### src/logic/scan_port_pkg.sv
`default_nettype none
package scan_port_pkg;

    // ------------------------------------------------------------
    // Instruction register layout
    // ------------------------------------------------------------
    localparam int IR_W = 4;
    localparam logic [IR_W-1:0] IR_CAPTURE = 4'h1;
    localparam logic [IR_W-1:0] IR_EXTEST = 4'h0;
    localparam logic [IR_W-1:0] IR_SAMPLE = 4'h5;
    localparam logic [IR_W-1:0] IR_USER_SIG = 4'h7;
    localparam logic [IR_W-1:0] IR_IDCODE = 4'h6;
    localparam logic [IR_W-1:0] IR_CFG_LOAD = 4'h2;
    localparam logic [IR_W-1:0] IR_BYPASS = 4'hF;

    // ------------------------------------------------------------
    // Data register widths and capture values
    // ------------------------------------------------------------
    localparam int ID_W = 32;
    // Arbitrary identification value, not tied to any real part
    localparam logic [ID_W-1:0] IDCODE_DEFAULT = 32'h0ABC_1235;
    localparam int BSR_W_DEFAULT = 8;
    localparam int CFG_W_DEFAULT = 8;
    localparam logic BYPASS_CAPTURE = 1'b0;

    // ------------------------------------------------------------
    // Types
    // ------------------------------------------------------------
    typedef enum logic [3:0] {
        test_logic_reset, run_test_idle,
        select_dr, capture_dr, shift_dr, exit1_dr, pause_dr, exit2_dr, update_dr,
        select_ir, capture_ir, shift_ir, exit1_ir, pause_ir, exit2_ir, update_ir
    } tap_state_t;

    typedef struct packed {
        logic tck;
        logic tms;
        logic tdi;
    } link_pins_t;

    // Idle link levels: clock parked high, mode-select pulled high
    localparam link_pins_t LINK_IDLE = '{tck: 1'b1, tms: 1'b1, tdi: 1'b0};

endpackage

`default_nettype wire

### src/logic/boundary_scan_test_port.sv
`timescale 1ns/1ps
`default_nettype none

// Notes on behaviour
// - Test access port and state machine follow the standard boundary-scan behaviour.
// - Configuration data can be loaded through the test port pins.
// - Boundary test paths are blocked while configuration is in progress.
// - Sample/preload captures pin values and preloads a pattern, pins undisturbed.
// - External test drives the preloaded pattern out and captures input pins.
// - Bypass places a one-stage register between data-in and data-out.
// - User-signature readout shifts the user signature out on data-out.
// - Identification readout shifts the identification value out on data-out.
// - A single configuration-load instruction exists for in-circuit loading.
module boundary_scan_test_port
    import scan_port_pkg::*;
#(
    parameter int BSR_W = BSR_W_DEFAULT,
    parameter int CFG_W = CFG_W_DEFAULT,
    parameter logic [ID_W-1:0] IDCODE_VAL = IDCODE_DEFAULT
) (
    input wire logic clk,
    input wire logic rst_n,
    input wire logic tck,
    input wire logic tms,
    input wire logic tdi,
    output logic tdo,
    output logic tdo_oe,
    input wire logic config_busy,
    input wire logic [ID_W-1:0] user_signature,
    input wire logic [BSR_W-1:0] pin_in,
    input wire logic [BSR_W-1:0] core_out,
    output logic [BSR_W-1:0] pin_out,
    output logic extest_active,
    output logic [CFG_W-1:0] config_data,
    output logic config_strobe
);

    // ------------------------------------------------------------
    // Link synchronisers and edge detection
    // ------------------------------------------------------------
    link_pins_t link_q1, link_q2;
    logic tck_q3;
    logic busy_q1, busy_q2;
    logic [BSR_W-1:0] pin_q1, pin_q2;

    always_ff @(posedge clk or negedge rst_n) begin
        if (!rst_n) begin
            // Start at the idle levels so no false clock edge follows reset
            link_q1 <= LINK_IDLE;
            link_q2 <= LINK_IDLE;
            tck_q3 <= LINK_IDLE.tck;
            busy_q1 <= 1'b0;
            busy_q2 <= 1'b0;
            pin_q1 <= '0;
            pin_q2 <= '0;
        end else begin
            link_q1 <= '{tck: tck, tms: tms, tdi: tdi};
            link_q2 <= link_q1;
            tck_q3 <= link_q2.tck;
            busy_q1 <= config_busy;
            busy_q2 <= busy_q1;
            pin_q1 <= pin_in;
            pin_q2 <= pin_q1;
        end
    end

    wire tck_rise = link_q2.tck & ~tck_q3;
    wire tck_fall = ~link_q2.tck & tck_q3;
    wire tms_s = link_q2.tms;
    wire tdi_s = link_q2.tdi;

    // ------------------------------------------------------------
    // Port state machine
    // ------------------------------------------------------------
    tap_state_t state, next_state;

    always_comb begin
        next_state = state;
        case (state)
            test_logic_reset: next_state = tms_s ? test_logic_reset : run_test_idle;
            run_test_idle: next_state = tms_s ? select_dr : run_test_idle;
            select_dr: next_state = tms_s ? select_ir : capture_dr;
            capture_dr: next_state = tms_s ? exit1_dr : shift_dr;
            shift_dr: next_state = tms_s ? exit1_dr : shift_dr;
            exit1_dr: next_state = tms_s ? update_dr : pause_dr;
            pause_dr: next_state = tms_s ? exit2_dr : pause_dr;
            exit2_dr: next_state = tms_s ? update_dr : shift_dr;
            update_dr: next_state = tms_s ? select_dr : run_test_idle;
            select_ir: next_state = tms_s ? test_logic_reset : capture_ir;
            capture_ir: next_state = tms_s ? exit1_ir : shift_ir;
            shift_ir: next_state = tms_s ? exit1_ir : shift_ir;
            exit1_ir: next_state = tms_s ? update_ir : pause_ir;
            pause_ir: next_state = tms_s ? exit2_ir : pause_ir;
            exit2_ir: next_state = tms_s ? update_ir : shift_ir;
            update_ir: next_state = tms_s ? select_dr : run_test_idle;
            default: next_state = test_logic_reset;
        endcase
    end

    always_ff @(posedge clk or negedge rst_n) begin
        if (!rst_n) begin
            state <= test_logic_reset;
        end else if (tck_rise) begin
            state <= next_state;
        end
    end

    // ------------------------------------------------------------
    // Instruction decode
    // ------------------------------------------------------------
    logic [IR_W-1:0] ir, ir_shift;

    // Boundary paths fall back to bypass during configuration
    wire bsr_allowed = ~busy_q2;
    wire sel_bsr = ((ir == IR_SAMPLE) | (ir == IR_EXTEST)) & bsr_allowed;
    wire sel_id = (ir == IR_IDCODE);
    wire sel_ues = (ir == IR_USER_SIG);
    wire sel_cfg = (ir == IR_CFG_LOAD);
    wire sel_bypass = ~(sel_bsr | sel_id | sel_ues | sel_cfg);
    wire in_shift = (state == shift_dr) | (state == shift_ir);

    wire dr_capture = tck_rise & (state == capture_dr);
    wire dr_shift = tck_rise & (state == shift_dr);
    wire dr_update = tck_rise & (state == update_dr);

    // ------------------------------------------------------------
    // Instruction register
    // ------------------------------------------------------------
    always_ff @(posedge clk or negedge rst_n) begin
        if (!rst_n) begin
            ir <= IR_IDCODE;
            ir_shift <= '0;
        end else if (state == test_logic_reset) begin
            ir <= IR_IDCODE;
        end else if (tck_rise) begin
            if (state == capture_ir)
                ir_shift <= IR_CAPTURE;
            else if (state == shift_ir)
                ir_shift <= {tdi_s, ir_shift[IR_W-1:1]};
            else if (state == update_ir)
                ir <= ir_shift;
        end
    end

    // ------------------------------------------------------------
    // Data registers
    // ------------------------------------------------------------
    logic [BSR_W-1:0] bsr_shift, bsr_update;
    logic [ID_W-1:0] id_shift;
    logic [CFG_W-1:0] cfg_shift;
    logic bypass_bit;

    always_ff @(posedge clk or negedge rst_n) begin
        if (!rst_n) begin
            bsr_shift <= '0;
            bsr_update <= '0;
            id_shift <= '0;
            cfg_shift <= '0;
            bypass_bit <= 1'b0;
        end else begin
            if (dr_capture) begin
                bsr_shift <= pin_q2;
                id_shift <= sel_id ? IDCODE_VAL : user_signature;
                bypass_bit <= BYPASS_CAPTURE;
            end else if (dr_shift) begin
                if (sel_bsr)
                    bsr_shift <= {tdi_s, bsr_shift[BSR_W-1:1]};
                if (sel_id | sel_ues)
                    id_shift <= {tdi_s, id_shift[ID_W-1:1]};
                if (sel_cfg)
                    cfg_shift <= {tdi_s, cfg_shift[CFG_W-1:1]};
                bypass_bit <= tdi_s;
            end
            if (dr_update & sel_bsr)
                bsr_update <= bsr_shift;
        end
    end

    // ------------------------------------------------------------
    // Pin, configuration and serial outputs
    // ------------------------------------------------------------
    wire next_extest = (ir == IR_EXTEST) & bsr_allowed;
    wire dr_bit = sel_bsr ? bsr_shift[0] :
                  (sel_id | sel_ues) ? id_shift[0] :
                  sel_cfg ? cfg_shift[0] : bypass_bit;
    wire out_bit = (state == shift_ir) ? ir_shift[0] : dr_bit;

    always_ff @(posedge clk or negedge rst_n) begin
        if (!rst_n) begin
            extest_active <= 1'b0;
            pin_out <= '0;
            config_data <= '0;
            config_strobe <= 1'b0;
            tdo <= 1'b0;
            tdo_oe <= 1'b0;
        end else begin
            extest_active <= next_extest;
            // Normal operation passes core values to the pins through one clock register
            pin_out <= extest_active ? bsr_update : core_out;
            config_strobe <= dr_update & sel_cfg;
            if (dr_update & sel_cfg)
                config_data <= cfg_shift;
            if (tck_fall) begin
                tdo <= in_shift ? out_bit : 1'b0;
                tdo_oe <= in_shift;
            end
        end
    end
endmodule // boundary_scan_test_port

`default_nettype wire

### config.mk
export PLATFORM = sky130hd
export DESIGN_NAME = boundary_scan_test_port
export DESIGN_NICKNAME = d
export VERILOG_FILES = /design/src/logic/scan_port_pkg.sv /design/src/logic/boundary_scan_test_port.sv
export SDC_FILE = /design/constraint.sdc
export NUM_CORES = 1
export LEC_CHECK = 0
export ABC_AREA = 1
export BUFFER_PORTS_ARGS = -buffer_cell sky130_fd_sc_hd__buf_2
export CORE_UTILIZATION = 61
export DETAILED_ROUTE_END_ITERATION = 8
export HOLD_SLACK_MARGIN = 0.08
export PLACE_DENSITY = 0.84
export SLEW_MARGIN = 40
export SYNTH_ARGS = -nofsm -noshare
export SYNTH_HDL_FRONTEND = slang
export SYNTH_SLANG_ARGS = --single-unit
### constraint.sdc
create_clock -name clk -period 3.9 [get_ports clk]
set_clock_uncertainty 0.05 [all_clocks]
set_input_delay 0.78 -clock clk [delete_from_list [all_inputs] [get_ports clk]]
set_output_delay 0.78 -clock clk [all_outputs]
set_load 0.01 [all_outputs]
==> flow_summary.html <==
<table>
<tr><th>Metric</th><th>Value</th></tr>
<tr><th colspan="2">Run status</th></tr>
<tr><td>Run status</td><td>complete, no violations</td></tr>
<tr><th colspan="2">Worst setup path</th></tr>
<tr><td>Crit path kind</td><td>register to register</td></tr>
<tr><td>CP Data Required Time</td><td>4.30 ns</td></tr>
<tr><td>Worst Path Max Fanout</td><td>35</td></tr>
<tr><td>Critical path data arrival time</td><td>2.51 ns</td></tr>
<tr><td>Destination of the worst register-to-register timing path</td><td>id_shift[20]</td></tr>
<tr><td>Beginning of the worst register-to-register path</td><td>link_q2[2]</td></tr>
<tr><td>Kind of end point of the critical path</td><td>register</td></tr>
<tr><td>Setup slack, reg-to-reg</td><td>1.80 ns</td></tr>
<tr><td>Worst r2r path cells</td><td>8</td></tr>
<tr><td>Crit path launch type</td><td>register</td></tr>
<tr><th colspan="2">Timing</th></tr>
<tr><td>Setup repair after global routing missed its margin</td><td>no</td></tr>
<tr><td>Setup WS post-layout</td><td>1.80 ns</td></tr>
<tr><td>Normalized max-slew margin</td><td>53.8%</td></tr>
<tr><td>Maximum frequency from static timing analysis</td><td>476 MHz</td></tr>
<tr><td>Number of hold violations in the final report</td><td>0</td></tr>
<tr><td>Time the worst path needs with I/O delays and setup</td><td>2.10 ns</td></tr>
<tr><td>Period utilization</td><td>53.9%</td></tr>
<tr><td>Final-layout setup total negative slack</td><td>0 ns</td></tr>
<tr><td>Final count of pins violating max slew</td><td>0</td></tr>
<tr><td>Setup violators final</td><td>0</td></tr>
<tr><td>Slew at the pin closest to its max-slew limit</td><td>0.692 ns</td></tr>
<tr><th colspan="2">Global route</th></tr>
<tr><td>Most Used Layer, Global Route</td><td>met2</td></tr>
<tr><td>Met1 Track Usage GR</td><td>35.4%</td></tr>
<tr><td>Combined global-route utilization of all metal layers</td><td>27.9%</td></tr>
<tr><td>Wire length of the first global-routing pass</td><td>18.5 mm</td></tr>
<tr><td>Pin count of the biggest net entering global routing</td><td>62</td></tr>
<tr><td>Antenna violations before repair</td><td>0</td></tr>
<tr><td>Met3 demand-to-capacity share in global routing</td><td>6.99%</td></tr>
<tr><td>Gr ovfl total</td><td>0</td></tr>
<tr><td>M2 GR Usage</td><td>45.0%</td></tr>
<tr><td>Vias in the first global route</td><td>4088</td></tr>
<tr><th colspan="2">Logic synthesis</th></tr>
<tr><td>Sequential share of the synthesized area</td><td>56.4%</td></tr>
<tr><td>Yosys Warn Count</td><td>0</td></tr>
<tr><td>Mapped Cells</td><td>588</td></tr>
<tr><td>Mean post-synth cell area</td><td>8.63 sq um</td></tr>
<tr><td>Number of nets produced by synthesis</td><td>642</td></tr>
<tr><td>Post-synthesis sequential element count</td><td>114</td></tr>
<tr><td>Number of unique standard cell types used by synthesis</td><td>31</td></tr>
<tr><td>Post-synthesis instance area</td><td>5080 sq um</td></tr>
<tr><th colspan="2">Clock tree</th></tr>
<tr><td>Clock tree from TritonCTS</td><td>done</td></tr>
<tr><td>Number of post-CTS setup repair buffers</td><td>0</td></tr>
<tr><td>Post-CTS sizing</td><td>0</td></tr>
<tr><td>Number of buffers on the longest clock path</td><td>2</td></tr>
<tr><td>CTS Hold Bufs</td><td>0</td></tr>
<tr><td>Total number of clock tree sinks</td><td>114</td></tr>
<tr><td>Htree depth</td><td>4</td></tr>
<tr><td>Clock root buffer</td><td>sky130_fd_sc_hd__clkbuf_8</td></tr>
<tr><td>Source-to-sink clock delay at the later pin of the worst-skew pair</td><td>0.52 ns</td></tr>
<tr><td>Clock slew seen by the registers of the worst setup and hold paths</td><td>0.06 ns</td></tr>
<tr><td>Total CTS buffers</td><td>17</td></tr>
<tr><th colspan="2">Layout</th></tr>
<tr><td>Share of cells above drive strength 1</td><td>22.9%</td></tr>
<tr><td>Area growth syn-to-layout</td><td>19.5%</td></tr>
<tr><td>Most common library cell in the layout ignoring fill and taps</td><td>sky130_fd_sc_hd__nand2_1</td></tr>
<tr><td>Post-layout net count</td><td>717</td></tr>
<tr><td>Final antenna diode count</td><td>0</td></tr>
<tr><td>Most frequent cells in the layout</td><td>sky130_fd_sc_hd__nand2_1, sky130_fd_sc_hd__dfrtp_1, sky130_fd_sc_hd__buf_2, sky130_fd_sc_hd__o21ai_0, sky130_fd_sc_hd__inv_1</td></tr>
<tr><td>Number of standard cells in the final layout excluding fillers</td><td>778</td></tr>
<tr><td>Number of fill cells</td><td>507</td></tr>
<tr><th colspan="2">Power</th></tr>
<tr><td>Worst vdd ir</td><td>0.476 mV</td></tr>
<tr><td>Static leakage power</td><td>3.14 nW</td></tr>
<tr><td>Post-route total power</td><td>0.00399 W</td></tr>
<tr><td>Pwr dens</td><td>658 nW/um^2</td></tr>
<tr><th colspan="2">Placement</th></tr>
<tr><td>Cell Count Post-Placement</td><td>745</td></tr>
<tr><td>Final RePlAce weighted congestion</td><td>0.945</td></tr>
<tr><td>HPWL reported at the end of detailed placement</td><td>6.75 mm</td></tr>
<tr><td>Post-place setup slack</td><td>1.37 ns</td></tr>
<tr><td>Port-buffer cells</td><td>73</td></tr>
<tr><th colspan="2">Route</th></tr>
<tr><td>DRT iter0 DRCs</td><td>314</td></tr>
<tr><td>Remaining antenna violation count after routing</td><td>0</td></tr>
<tr><td>Number of remaining DRC errors</td><td>0</td></tr>
<tr><td>Routed len/inst</td><td>14.5 um</td></tr>
<tr><td>Via density per instance</td><td>5.39</td></tr>
<tr><td>Routed vias</td><td>4191</td></tr>
<tr><td>Total wire length after detailed routing</td><td>11.3 mm</td></tr>
<tr><td>Pre-antenna DRT Iters</td><td>5</td></tr>
<tr><th colspan="2">Floorplanning</th></tr>
<tr><td>Die outline width</td><td>93.2 um</td></tr>
<tr><td>Row cnt</td><td>32</td></tr>
<tr><td>Die area</td><td>8690 sq um</td></tr>
<tr><td>Starting Density</td><td>64.4%</td></tr>
<tr><td>Height of the die</td><td>93.2 um</td></tr>
<tr><td>I/O pin count</td><td>74</td></tr>
<tr><td>Area of the core</td><td>7890 sq um</td></tr>
<tr><th colspan="2">Hold path</th></tr>
<tr><td>Hold crit path type</td><td>input port to asynchronous set/reset pin</td></tr>
<tr><th colspan="2">Flow run</th></tr>
<tr><td>Max cap viols</td><td>0</td></tr>
</table>
-- through the flow --
| step | hold slack (ns) | utilization, % | instance area, sq um |
|---|---|---|---|
| after floorplan | 0.281 | - | 5080 |
| after global placement | 0.282 | 69.0 | 5440 |
| after detailed placement | 0.286 | 69.0 | 5440 |
| after CTS | 0.286 | 76.7 | 6050 |
| after global routing | 0.297 | 76.9 | 6060 |
| final | 0.270 | 76.9 | 6060 |
-- cells in the mapped netlist --
library cell,instances,area [sq um]
sky130_fd_sc_hd__nand2_8,1,20.0
sky130_fd_sc_hd__o31ai_1,1,7.51
sky130_fd_sc_hd__nand3b_1,1,7.51
sky130_fd_sc_hd__inv_4,2,12.5
sky130_fd_sc_hd__nand2_2,7,43.8
sky130_fd_sc_hd__nor2_8,2,40.0
sky130_fd_sc_hd__nand3_1,15,75.1
sky130_fd_sc_hd__o21ai_2,8,70.1
sky130_fd_sc_hd__nand2_4,2,22.5
sky130_fd_sc_hd__dfstp_2,7,184
sky130_fd_sc_hd__o221ai_1,1,8.76
sky130_fd_sc_hd__nor2_2,2,12.5
sky130_fd_sc_hd__a21oi_4,1,16.3
sky130_fd_sc_hd__mux2_2,8,90.1
sky130_fd_sc_hd__nor2_1,19,71.3
sky130_fd_sc_hd__o21ai_1,14,70.1
sky130_fd_sc_hd__nor2_4,3,33.8
sky130_fd_sc_hd__a21oi_1,5,25.0
sky130_fd_sc_hd__buf_2,5,25.0
sky130_fd_sc_hd__clkinv_1,1,3.75
sky130_fd_sc_hd__inv_1,31,116
sky130_fd_sc_hd__o211ai_1,1,7.51
sky130_fd_sc_hd__nand2_1,284,1070
sky130_fd_sc_hd__nor3_1,3,15.0
sky130_fd_sc_hd__buf_6,7,78.8
sky130_fd_sc_hd__dfrtp_1,107,2680
sky130_fd_sc_hd__clkbuf_1,1,3.75
sky130_fd_sc_hd__o31ai_4,1,21.3
sky130_fd_sc_hd__o21ai_0,38,190
sky130_fd_sc_hd__buf_4,6,45.0
sky130_fd_sc_hd__inv_2,4,15.0
-- per-layer routing --
layer  vias to the layer above  routed length (um)
li1                       1996                   -
met1                      2000                4690
met2                       161                5600
met4                         0                 335
met5                         -                   0
met3                        34                 638
-- report_power, final --
| group | switching (W) | leakage, nW | internal, W |
|---|---|---|---|
| Sequential | 0.000149 | 1.37 | 0.00139 |
| Combinational | 0.000575 | 1.47 | 0.000297 |
| Clock | 0.000591 | 0.302 | 0.000993 |
| Total | 0.00132 | 3.14 | 0.00268 |
-- critical path: stages (launching register included) --
cell and delay [ns]:
sky130_fd_sc_hd__dfstp_2 0.57, sky130_fd_sc_hd__nand2_2 0.19, sky130_fd_sc_hd__inv_4 0.18, sky130_fd_sc_hd__nand2_8 0.17, sky130_fd_sc_hd__inv_2 0.40, sky130_fd_sc_hd__o21ai_0 0.21
sky130_fd_sc_hd__nand2_1 0.12, sky130_fd_sc_hd__nand2_1 0.07, sky130_fd_sc_hd__nand2_1 0.07
-- cells by family after synthesis --
logic type,share of synthesized area [%]
AND/OR/NAND/NOR,27.7
multiplexers,1.77
buffers and inverters,5.92
flip-flops,56.4
AO/OA/AOI/OAI,8.21
-- worst max path at each step --
stage                         to  cells after the start  startpoint
floorplan            id_shift[0]                      8  link_q2[2]
global placement    id_shift[23]                      7  link_q2[2]
detailed placement   id_shift[8]                      7  link_q2[2]
CTS                  id_shift[0]                      7  link_q2[2]
global route        id_shift[20]                      8  link_q2[2]
finish              id_shift[20]                      8  link_q2[2]
-- state kept, by name, summed over array words and instances (netlist names), 3 cells and up --
| register | cells |
|---|---|
| state | 4 |
| bsr_update | 8 |
| id_shift | 32 |
| pin_out | 8 |
| bsr_shift | 8 |
| pin_q1 | 8 |
| pin_q2 | 8 |
| cfg_shift | 8 |
| config_data | 8 |
| link_q1 | 3 |
| ir_shift | 4 |
| ir | 4 |
-- layout make-up --
type / instances / area [sq um] / share of cell area (%)
Sequential cell: 114 / 2860 / 47.2
Multi-Input combinational cell: 417 / 1910 / 31.6
Clock buffer: 17 / 414 / 6.83
Timing Repair Buffer: 75 / 403 / 6.64
Clock inverter: 15 / 196 / 3.24
Inverter: 38 / 148 / 2.43
Tap cell: 102 / 128 / 2.10
No activity file was read; power rests on OpenSTA's default activity.
